===== src/common/sfb_pkg.sv =====
package sfb_pkg;

    // Register byte offsets
    localparam logic [7:0] OFS_IRQ_FLAGS  = 8'h00;
    localparam logic [7:0] OFS_LEVELS     = 8'h04;
    localparam logic [7:0] OFS_CTRL       = 8'h08;
    localparam logic [7:0] OFS_TX_DATA    = 8'h0c;
    localparam logic [7:0] OFS_RX_DATA    = 8'h10;

    // Bit positions in serial_flash_irq_flags
    localparam int FLG_TX_EMPTY  = 0;
    localparam int FLG_TX_FULL   = 1;
    localparam int FLG_TX_THR    = 2;
    localparam int FLG_RX_THR    = 3;
    localparam int NUM_FLAGS     = 4;

    // Fields of serial_flash_buffer_levels and of the control word
    localparam int CNT_W         = 6;
    localparam int TX_FREE_LSB   = 16;
    localparam int RX_CNT_LSB    = 0;
    localparam int TX_LVL_LSB    = 0;
    localparam int RX_LVL_LSB    = 8;

    // Values after reset
    localparam logic [CNT_W-1:0] TX_LVL_RST = 6'h08;
    localparam logic [CNT_W-1:0] RX_LVL_RST = 6'h00;
    localparam logic [NUM_FLAGS-1:0] FLAGS_RST = 4'h0;

    localparam int DATA_W        = 32;
    localparam int BUF_DEPTH     = 32;

endpackage : sfb_pkg


===== src/verilog/word_ram.sv =====
`timescale 1ns/1ns
`default_nettype none

module word_ram #(
    parameter int W     = 32,
    parameter int DEPTH = 32,
    parameter int AW    = 5
) (
    input  wire logic          mclk_i,
    input  wire logic          we_i,
    input  wire logic [AW-1:0] waddr_i,
    input  wire logic [W-1:0]  wdata_i,
    input  wire logic [AW-1:0] raddr_i,
    output var  logic [W-1:0]  rdata_o
);

    logic [W-1:0] mem [DEPTH];

    // No reset on storage; read data is registered, old data on collision
    always_ff @(posedge mclk_i)
    begin
        if (we_i)
        begin
            mem[waddr_i] <= wdata_i;
        end
    end

    always_ff @(posedge mclk_i)
    begin
        rdata_o <= mem[raddr_i];
    end

endmodule : word_ram

`default_nettype wire


===== src/verilog/sticky_flags.sv =====
`timescale 1ns/1ns
`default_nettype none

module sticky_flags #(
    parameter int N = 4
) (
    input  wire logic         mclk_i,
    input  wire logic         rst_i,
    input  wire logic [N-1:0] set_i,
    input  wire logic [N-1:0] clr_i,
    output var  logic [N-1:0] flags_o
);

    for (genvar k = 0; k < N; k++)
    begin : g_flag
        // Set beats clear so an event in the clear cycle is kept
        always_ff @(posedge mclk_i)
        begin
            if (rst_i)
            begin
                flags_o[k] <= sfb_pkg::FLAGS_RST[k];
            end
            else if (set_i[k])
            begin
                flags_o[k] <= 1'b1;
            end
            else if (clr_i[k])
            begin
                flags_o[k] <= 1'b0;
            end
        end
    end

endmodule : sticky_flags

`default_nettype wire


===== src/verilog/serial_flash_buffer_status.sv =====
// Operation
// - Transmit threshold flag when free space exceeds level
// - Full flag when no free space
// - Empty flag when buffer holds nothing
// - Writing one clears flag unless its source still holds, zero keeps it
// - Boot mode: receive flag held until read
// - Free transmit words in bits 21:16
// - Buffered receive words in bits 5:0
`timescale 1ns/1ns
`default_nettype none

module serial_flash_buffer_status #(
    parameter int DEPTH  = sfb_pkg::BUF_DEPTH,
    parameter int ADDR_W = 8
) (
    input  wire logic                      mclk_i,
    input  wire logic                      rst_i,
    input  wire logic                      boot_xip_i,
    input  wire logic                      psel_i,
    input  wire logic                      penable_i,
    input  wire logic                      pwrite_i,
    input  wire logic [ADDR_W-1:0]         paddr_i,
    input  wire logic [31:0]               pwdata_i,
    output var  logic [31:0]               prdata_o,
    output var  logic                      pready_o,
    output var  logic                      pslverr_o,
    input  wire logic                      tx_pop_i,
    output var  logic [31:0]               tx_data_o,
    output var  logic                      tx_valid_o,
    input  wire logic                      rx_push_i,
    input  wire logic [31:0]               rx_data_i,
    output var  logic                      rx_ready_o
);

    localparam int CW = sfb_pkg::CNT_W;
    localparam int PW = $clog2(DEPTH);
    localparam int NF = sfb_pkg::NUM_FLAGS;
    localparam logic [CW-1:0] FULL_CNT = CW'(DEPTH);

    logic [CW-1:0] tx_cnt_r;
    logic [CW-1:0] tx_cnt_nxt;
    logic [CW-1:0] rx_cnt_r;
    logic [CW-1:0] rx_cnt_nxt;
    logic [PW-1:0] tx_wr_r;
    logic [PW-1:0] tx_rd_r;
    logic [PW-1:0] tx_rd_nxt;
    logic [PW-1:0] rx_wr_r;
    logic [PW-1:0] rx_rd_r;
    logic [PW-1:0] rx_rd_nxt;
    logic [CW-1:0] tx_free;
    logic [CW-1:0] tx_lvl_r;
    logic [CW-1:0] rx_lvl_r;
    logic          boot_hold_r;
    logic          rx_avail_r;
    logic          rx_take_r;
    logic [31:0]   rx_rdata;
    logic [NF-1:0] flag_q;
    logic [NF-1:0] flag_set;
    logic [NF-1:0] flag_clr;
    logic          capture;
    logic          fire;
    logic          wr_fire;
    logic          rd_fire;
    logic          tx_push;
    logic          tx_pop;
    logic          rx_push;
    logic          rx_pop;
    logic          addr_ok;
    logic [31:0]   rd_word;
    logic [7:0]    addr;

    assign addr    = 8'(paddr_i);
    assign capture = psel_i & penable_i & ~pready_o;
    assign fire    = psel_i & penable_i & pready_o;
    assign wr_fire = fire & pwrite_i;
    assign rd_fire = fire & ~pwrite_i;

    // Pushes into a full buffer are silently dropped
    assign tx_push = wr_fire && addr == sfb_pkg::OFS_TX_DATA
                     && tx_cnt_r != FULL_CNT;
    assign tx_pop  = tx_pop_i & tx_valid_o;
    assign rx_push = rx_push_i & rx_ready_o;
    assign rx_pop  = rd_fire && addr == sfb_pkg::OFS_RX_DATA && rx_take_r;

    assign tx_cnt_nxt = tx_cnt_r + CW'(tx_push) - CW'(tx_pop);
    assign rx_cnt_nxt = rx_cnt_r + CW'(rx_push) - CW'(rx_pop);
    assign tx_rd_nxt  = tx_rd_r + PW'(tx_pop);
    assign rx_rd_nxt  = rx_rd_r + PW'(rx_pop);
    assign tx_free    = FULL_CNT - tx_cnt_r;

    // Transmit buffer: software fills, serial engine drains
    always_ff @(posedge mclk_i)
    begin
        if (rst_i)
        begin
            tx_cnt_r <= '0;
            tx_wr_r  <= '0;
            tx_rd_r  <= '0;
        end
        else
        begin
            tx_cnt_r <= tx_cnt_nxt;
            tx_rd_r  <= tx_rd_nxt;
            if (tx_push)
            begin
                tx_wr_r <= tx_wr_r + PW'(1);
            end
        end
    end

    // Valid only once the word is readable from the registered RAM port
    always_ff @(posedge mclk_i)
    begin
        if (rst_i)
        begin
            tx_valid_o <= 1'b0;
        end
        else
        begin
            tx_valid_o <= (tx_cnt_r - CW'(tx_pop)) != '0;
        end
    end

    word_ram #(
        .W      (32),
        .DEPTH  (DEPTH),
        .AW     (PW)
    ) u_tx_ram (
        .mclk_i  (mclk_i),
        .we_i    (tx_push),
        .waddr_i (tx_wr_r),
        .wdata_i (pwdata_i),
        .raddr_i (tx_rd_nxt),
        .rdata_o (tx_data_o)
    );

    // Receive buffer: serial engine fills, software drains
    always_ff @(posedge mclk_i)
    begin
        if (rst_i)
        begin
            rx_cnt_r   <= '0;
            rx_wr_r    <= '0;
            rx_rd_r    <= '0;
            rx_ready_o <= 1'b0;
            rx_avail_r <= 1'b0;
        end
        else
        begin
            rx_cnt_r   <= rx_cnt_nxt;
            rx_rd_r    <= rx_rd_nxt;
            rx_ready_o <= rx_cnt_nxt != FULL_CNT;
            rx_avail_r <= (rx_cnt_r - CW'(rx_pop)) != '0;
            if (rx_push)
            begin
                rx_wr_r <= rx_wr_r + PW'(1);
            end
        end
    end

    word_ram #(
        .W      (32),
        .DEPTH  (DEPTH),
        .AW     (PW)
    ) u_rx_ram (
        .mclk_i  (mclk_i),
        .we_i    (rx_push),
        .waddr_i (rx_wr_r),
        .wdata_i (rx_data_i),
        .raddr_i (rx_rd_nxt),
        .rdata_o (rx_rdata)
    );

    // Threshold levels
    always_ff @(posedge mclk_i)
    begin
        if (rst_i)
        begin
            tx_lvl_r <= sfb_pkg::TX_LVL_RST;
            rx_lvl_r <= sfb_pkg::RX_LVL_RST;
        end
        else if (wr_fire && addr == sfb_pkg::OFS_CTRL)
        begin
            tx_lvl_r <= pwdata_i[sfb_pkg::TX_LVL_LSB +: CW];
            rx_lvl_r <= pwdata_i[sfb_pkg::RX_LVL_LSB +: CW];
        end
    end

    // Strap sampled during synchronous reset, released by any bus read
    always_ff @(posedge mclk_i)
    begin
        if (rst_i)
        begin
            boot_hold_r <= boot_xip_i;
        end
        else if (rd_fire)
        begin
            boot_hold_r <= 1'b0;
        end
    end

    // Flag sources are levels; they re-set while the condition holds
    always_comb
    begin
        flag_set = '0;
        flag_set[sfb_pkg::FLG_TX_EMPTY] = tx_cnt_r == '0;
        flag_set[sfb_pkg::FLG_TX_FULL]  = tx_free == '0;
        flag_set[sfb_pkg::FLG_TX_THR]   = tx_free > tx_lvl_r;
        flag_set[sfb_pkg::FLG_RX_THR]   = rx_cnt_r > rx_lvl_r
                                          || boot_hold_r;
    end

    assign flag_clr = (wr_fire && addr == sfb_pkg::OFS_IRQ_FLAGS)
                      ? pwdata_i[NF-1:0] : '0;

    sticky_flags #(
        .N (NF)
    ) u_flags (
        .mclk_i  (mclk_i),
        .rst_i   (rst_i),
        .set_i   (flag_set),
        .clr_i   (flag_clr),
        .flags_o (flag_q)
    );

    // Read mux
    always_comb
    begin
        rd_word = '0;
        addr_ok = 1'b1;
        unique case (addr)
            sfb_pkg::OFS_IRQ_FLAGS:
            begin
                rd_word[NF-1:0] = flag_q;
            end
            sfb_pkg::OFS_LEVELS:
            begin
                rd_word[sfb_pkg::TX_FREE_LSB +: CW] = tx_free;
                rd_word[sfb_pkg::RX_CNT_LSB +: CW]  = rx_cnt_r;
            end
            sfb_pkg::OFS_CTRL:
            begin
                rd_word[sfb_pkg::TX_LVL_LSB +: CW] = tx_lvl_r;
                rd_word[sfb_pkg::RX_LVL_LSB +: CW] = rx_lvl_r;
            end
            sfb_pkg::OFS_TX_DATA:
            begin
                rd_word = '0;
            end
            sfb_pkg::OFS_RX_DATA:
            begin
                rd_word = rx_avail_r ? rx_rdata : '0;
            end
            default:
            begin
                addr_ok = 1'b0;
            end
        endcase
    end

    // One wait state: data captured in the first access cycle
    always_ff @(posedge mclk_i)
    begin
        if (rst_i)
        begin
            pready_o  <= 1'b0;
            prdata_o  <= '0;
            pslverr_o <= 1'b0;
            rx_take_r <= 1'b0;
        end
        else if (capture)
        begin
            pready_o  <= 1'b1;
            prdata_o  <= pwrite_i ? '0 : rd_word;
            pslverr_o <= ~addr_ok;
            rx_take_r <= ~pwrite_i && rx_avail_r
                         && addr == sfb_pkg::OFS_RX_DATA;
        end
        else
        begin
            pready_o  <= 1'b0;
            pslverr_o <= 1'b0;
            rx_take_r <= 1'b0;
        end
    end
endmodule : serial_flash_buffer_status

`default_nettype wire


===== config.mk =====
export PLATFORM = sky130hd
export DESIGN_NAME = serial_flash_buffer_status
export DESIGN_NICKNAME = d
export VERILOG_FILES = /design/src/common/sfb_pkg.sv /design/src/verilog/word_ram.sv /design/src/verilog/sticky_flags.sv /design/src/verilog/serial_flash_buffer_status.sv
export SDC_FILE = /design/constraint.sdc
export NUM_CORES = 2
export LEC_CHECK = 0
export ABC_CLOCK_PERIOD_IN_PS = 14500
export BUFFER_PORTS_ARGS = -buffer_cell sky130_fd_sc_hd__buf_2
export CORE_MARGIN = 5
export CORE_UTILIZATION = 60
export CTS_CLUSTER_SIZE = 8
export DETAILED_ROUTE_END_ITERATION = 10
export HOLD_SLACK_MARGIN = 0.02
export PLACE_DENSITY = 0.77
export RECOVER_POWER = 25
export SLEW_MARGIN = 20
export SYNTH_ARGS = -nofsm -noshare
export SYNTH_HDL_FRONTEND = slang
export SYNTH_SLANG_ARGS = --single-unit

===== constraint.sdc =====
create_clock -name mclk_i -period 14.5 [get_ports mclk_i]
set_clock_uncertainty 0.2 [all_clocks]
set_input_delay 2.9 -clock mclk_i [delete_from_list [all_inputs] [get_ports mclk_i]]
set_output_delay 2.9 -clock mclk_i [all_outputs]
set_load 0.01 [all_outputs]

# --- Yosys cells after proc, flatten, opt, wreduce, memory -nomap -nowiden ---
# Memories as Yosys holds them, arrays and structs flattened. A register that Yosys moved wholly into a read port is not among the register bits.
# Cells that the tools add are included.
totals:
  register_bits: 87
  mem_bits_rw: 2048
  in_bits: 80
  output_inout_bits: 68
  mem_count: 2
mem_list:
  columns: ["name", "depth", "width", "read_ports", "rd_clocked_by_memory_dff", "wr", "line", "text"]
  rows:
  - ["u_rx_ram.mem", 32, 32, 1, 1, 1, "word_ram.sv:17", "logic [W-1:0] mem [DEPTH];"]
  - ["u_tx_ram.mem", 32, 32, 1, 1, 1, "word_ram.sv:17", null]
op_classes:
  addsub: 11
  n_lt_le_gt_ge: 2
  n_eq_ne: 6
  mux: 26
  bitwise_logic: 11
  reduce_logical: 21
ops:
  columns: ["op", "n"]
  rows:
  - ["$mux 32", 2]
  - ["$pmux 6 s2", 2]
  - ["$sub 6x1->6", 4]
  - ["$eq 8x4->1 const B", 2]
  - ["$mux 1", 16]
  - ["$pmux 4 s4", 1]
  - ["$add 6x1->6", 2]
  - ["$gt 6x6->1", 2]
  - ["$logic_not 6->1", 2]
  - ["$ne 6x6->1 const B", 2]
  - ["$reduce_bool 6->1", 2]
  - ["$add 5x1->5", 2]
  - ["$add 5x1->5 const B", 2]
  - ["$mux 10", 1]
  - ["$reduce_bool 2->1", 5]
  - ["$eq 8x3->1 const B", 1]
  - ["$eq 8x5->1 const B", 1]
  - ["$logic_and 1x1->1", 8]
  - ["$logic_not 8->1", 1]
  - ["$and 1x1->1", 7]
  - ["$pmux 2 s3", 1]
  - ["$sub 6x6->6 const A", 1]
  - ["$reduce_or 5->1", 1]
  - ["$mux 2", 2]
  - ["other kinds (4)", 7]

# --- Longest topological paths before layout ---
depth:
  ltp_word: 7
  mapped_depth: 16
  ltp_nobuf: 15

# --- Cells and area by module ---
# Synthesis repeated with hierarchy kept, for this count alone.
hier_totals:
  cells_unflattened: 5007
  area_unflattened_um2: 85348.1
modules_own_cells:
  columns: ["module", "n_inst", "cells_per_inst", "area_each_um2", "seq_area_each_um2"]
  rows:
  - ["word_ram", 2, 2260, 40485.1, 31390.1]
  - ["serial_flash_buffer_status", 1, 471, 4237.8, 1671.6]
  - ["sticky_flags", 1, 16, 140.1, 80.1]

# --- Worst setup path before layout ---
# OpenSTA, ideal clock, no wires.
synth_path:
  path_kind: "input to register"
  startpoint: "in paddr_i[1]"
  endpoint: "reg u_rx_ram.rdata_o[10], read port of u_rx_ram.mem"
  setup_ns: 0.079
  arrival_time_ns: 6.481
  setup_slack_ns: 7.740
  cell_stages: 14
  cell_sequence: "or4_1 -> buf_4 -> nor4_4 -> buf_2 -> and2_1 -> ha_1 -> buf_2 -> xor2_1 -> clkbuf_1 -> clkbuf_1 -> mux2i_1 -> a31oi_1 -> o221ai_1 -> a211oi_2"
synth_between:
  elab_chain_cells: 4
synth_rtl:
  columns: ["item", "line", "text"]
  rows:
  - ["start: declaration", "serial_flash_buffer_status.sv:22", "input wire logic [ADDR_W-1:0] paddr_i,"]
  - ["$eq 8x5->1", "serial_flash_buffer_status.sv:83", "assign rx_pop = rd_fire && addr == sfb_pkg::OFS_RX_DATA && rx_take_r;"]
  - ["$logic_and 1x1->1 (2 in a row)", "serial_flash_buffer_status.sv:83", null]
  - ["$add 5x1->5", "serial_flash_buffer_status.sv:88", "assign rx_rd_nxt = rx_rd_r + PW'(rx_pop);"]
  - ["end: declaration", "word_ram.sv:14", "output var logic [W-1:0] rdata_o"]
# No other way between the ends.
# A chain may end at the register's enable or synchronous reset.

# --- Worst setup path after layout ---
layout_path:
  startpoint: "in paddr_i[1]"
  endpoint: "reg u_rx_ram.rdata_o[13], read port of u_rx_ram.mem"
# Same word-level chain as after synthesis.

==> run summary <==
The flow ran to the end, but the final reports show violations. The checks that failed: capacitance limit, slew limit. In this run the cell area measured after placement is 0.0885 mm^2.

Hold timing on the final database bottoms out at a slack of 0.257 ns. The area share of the largest cell type after synthesis was 72.5%. Cells fill 69.2% of the core in the end.

The hold buffer count at CTS is 0. Among all cell types in the netlist, the one instantiated most often is edfxtp_1. The worst hold path belongs to the class reg -> reg.

The tools report the post-route cell area as 0.0977 mm^2. The floorplan has 138 rows. Counting flops with an async set or reset pin after synthesis yields a share of 0%. For this run, the top clock speed supported by timing is 0.129 GHz.

The most used routing layer in global routing was met2. Combinational power share: 8.4%. The power density relative to cell area is 155 mW/mm^2. The most critical setup path has its startpoint at paddr_i[1]. The initial antenna violation count is 10. For this design, the sink count on the clock tree is 2199. The number of nets in the synthesized netlist is 4699. The required time of the worst setup path was 15.08 ns.

The post-detailed-route wirelength per cell was 33.0 um; the post-synthesis xor/xnor area fraction was 0.341%. The number of global-route vias before repair is 48.7k. At the pin with the least slew margin, the transition time is 1.52 ns. The count of nets left with antenna violations once routing finished came out at 0. A synthesized cell averages 18.6 um^2. The multiplexer area fraction after synthesis works out to 11.3%. The die is 386 um wide. The full die area is 0.149 mm^2.

The worst setup path is captured at a flip-flop. The clock latency on the worst-skew pair was 0.90 ns. The first detailed-routing pass ran for 8 iterations. 148 I/O pins were placed. For the number of max-capacitance violations reported, the log shows 2.

The library cell with the largest summed area after synthesis is edfxtp_1. The analysis attributes to cell leakage a power of 31.5 nW. The longest clock path from root to sink contains 4 buffers.

The final estimated routing congestion in global placement was 0.873. In this run, post-CTS repair resized a total of 0 instances. In the synthesized netlist, the cells that appear most often are 2049 x edfxtp_1, 320 x mux4_2, 259 x nand2_1, 226 x clkbuf_1, 218 x nor2_1. Once detailed placement completed, the half-perimeter wirelength came to 121000 um. The origin of the critical flop-to-flop path is pready_o. After floorplanning, the core was sized to cover 0.141 mm^2. For this configuration, the core starts out at a cell density of 60.1%. The worst max-slew margin expressed relative to the limit is -1.40%.

The tree is rooted in a clkbuf_16. The analysis attributes to net switching a power of 3.30 mW. The adder-cell share of the synthesized area was 0.741%; the register bit count reported by yosys was 2199. The number of clock buffers added by TritonCTS is 325. The run gives 39.1% as the global-route met1 utilization.

The DRC marker count from the first detailed-route iteration was 7071. In this run the most critical hold path is launched from u_rx_ram.rdata_o[25]. Via count: 48.2k.

Setup repair after global routing left no endpoint under its margin. The number of cells produced by synthesis was 4570; the proportion of total power due to net switching was 21.8%. The clock period could shrink to 7.77 ns. After Yosys synthesis, and, or, nand and nor cells account for 4.56% of the synthesized area. For the post-CTS setup buffer count, the log shows 0. For met2 alone, demand over resource in global routing was 50.1%. After routing, the total negative slack on setup checks comes to 0 ns.

The synthesized netlist occupies a cell area of 0.0848 mm^2. The final critical path takes up 53.6% of the cycle. Across the VDD grid, the largest voltage drop is 0.140 mV. The tools report the data arrival time of the critical path as 8.35 ns. Layout cell share with drive strength beyond 1: 20.3%. The most used flip-flop cell after synthesis is edfxtp_1. Critical path class: in -> reg. The aggregate global-route resource usage was 30.8%; the area fraction in compound gates after synthesis was 5.33%.

The number of enable flip-flop cells after synthesis works out to 2049. The final count of hold timing violations is 0, and the total congestion overflow is 0. TritonCTS built the clock tree. Global routing consumed, on the met3 layer, 8.22% of the routing resources.

The share of the Yosys chip area taken by registers is 76.1%. The run gives 66 as the number of pins exceeding their max-slew limit in the final report. The maximum fanout count along the critical path was 154; the H-tree depth reported by CTS was 5. The dominant combinational cell family by area after synthesis is multiplexers. In this run the tool buffered the top-level ports with 147 buffer cells.

The logs give 230000 um for the final routed wirelength across all metal layers and 0 for the count of final setup violators. The average via count per standard cell works out to 6.91. The first global-routing pass estimated 331000 um of wire. The element type at the critical path start is an input port. The Yosys step of the flow raised 0 warnings. For the largest net degree at the start of global routing, the log shows 221.

The tools report the internal power contribution as 11.8 mW. The final net count came out at 4997. The run gives 64 as the count of unique library cells instantiated by Yosys. The area growth from synthesis to final layout is 15.1%. In the routed design, unresolved DRC markers number 0. Share of power burned in the clock network: 44.7%.

Clock-pin slew was measured on the worst setup and hold paths at 0.05 ns. By area the synthesized netlist is led by edfxtp_1 73%, mux4_2 8.5%, dfxtp_1 3.5%, mux2i_1 2.4%, nand2_1 1.1%. Y dimension of the die: 386 um.

Fraction of power consumed by sequential logic: 46.9%.
[placed cells by master, fill, tap and decap left out, types with 31 or more instances in the layout]
cell	instances
ha_1	44
a2111oi_0	32
buf_4	97
mux2i_1	199
dfxtp_1	150
nor3b_1	33
nor2_1	154
o41ai_1	31
nand3_1	53
nand4_1	43
mux2_2	34
edfxtp_1	2049
o22ai_1	96
nor2_4	62
clkbuf_1	230
a2bb2oi_1	31
a21oi_1	82
nand2_1	258
a32oi_1	63
mux4_2	320
a211oi_1	53
inv_1	36
o221ai_1	62
clkbuf_16	332
buf_2	107
and3_1	66
a31oi_1	33
nor3_1	35
or3_1	36
a221oi_1	31
[state kept, by name, summed over array words and instances, names as in the netlist]
name / flops
rx_cnt_r: 6
pslverr_o: 1
rx_lvl_r: 6
tx_rd_r: 5
tx_valid_o: 1
prdata_o: 32
u_tx_ram.rdata_o: 32
boot_hold_r: 1
rx_rd_r: 5
tx_cnt_r: 6
tx_lvl_r: 6
u_rx_ram.rdata_o: 32
u_rx_ram.mem: 1024
u_flags.flags_o: 4
rx_wr_r: 5
tx_wr_r: 5
pready_o: 1
rx_ready_o: 1
rx_avail_r: 1
rx_take_r: 1
u_tx_ram.mem: 1024
[final cells by class]
cell class	count	area, um^2
multi-input combinational	2039	19600
clock inverter	7	63.8
inverter	37	139
sequential	2199	64500
antenna	9	22.5
clock buffer	522	9020
timing repair buffer	266	1950
fill	8246	43400
tap	1890	2360
[through the flow]
stage	instances	total power, mW	worst slack (ns)
floorplan	4570	8.08	7.74
global placement	6414	8.44	6.10
detailed placement	6428	8.47	5.99
CTS	6957	15.2	6.90
global route	6963	15.6	6.63
finish	6969	15.1	6.73
[path summary, 6_finish.rpt]
kind / to / slack, ns / cells past startpoint
worst max register to register: u_rx_ram.rdata_o[13] / 8.88 / 10
worst max-delay path: u_rx_ram.rdata_o[13] / 6.73 / 11
worst min register to register: prdata_o[25] / 0.26 / 1
worst min-delay path: prdata_o[25] / 0.26 / 1
[worst max-delay path: stages]
cell      delay, ns
buf_2          0.12
or4_1          0.75
o41ai_4        0.39
buf_4          0.73
and2_4         0.51
buf_12         0.60
buf_4          0.82
mux2i_1        0.16
a32oi_1        0.35
nand4_1        0.36
a211oi_2       0.28
[kinds of logic after synthesis]
group           Yosys count
buf+inv                 332
compound gates          593
simple gates            809
fa+ha+maj                49
mux                     555
flops                  2199
xor+xnor                 33
[power by group through the flow]
stage | clock network [mW] | registers [mW] | logic (mW)
final | 6.76 | 7.10 | 1.27
after global routing | 7.11 | 7.10 | 1.36
after CTS | 6.80 | 7.10 | 1.28
after detailed placement | 0 | 7.22 | 1.25
after global placement | 0 | 7.21 | 1.22
after floorplan | 0 | 7.20 | 0.875
[layer usage]
| metal | wire (um) | part of all wire [%] |
|---|---|---|
| met1 | 78500 | 34 |
| met2 | 113000 | 49 |
| met3 | 26100 | 11 |
| met4 | 12800 | 5.6 |
| met5 | 50 | 0.022 |
(Power assumes the default switching activity.)
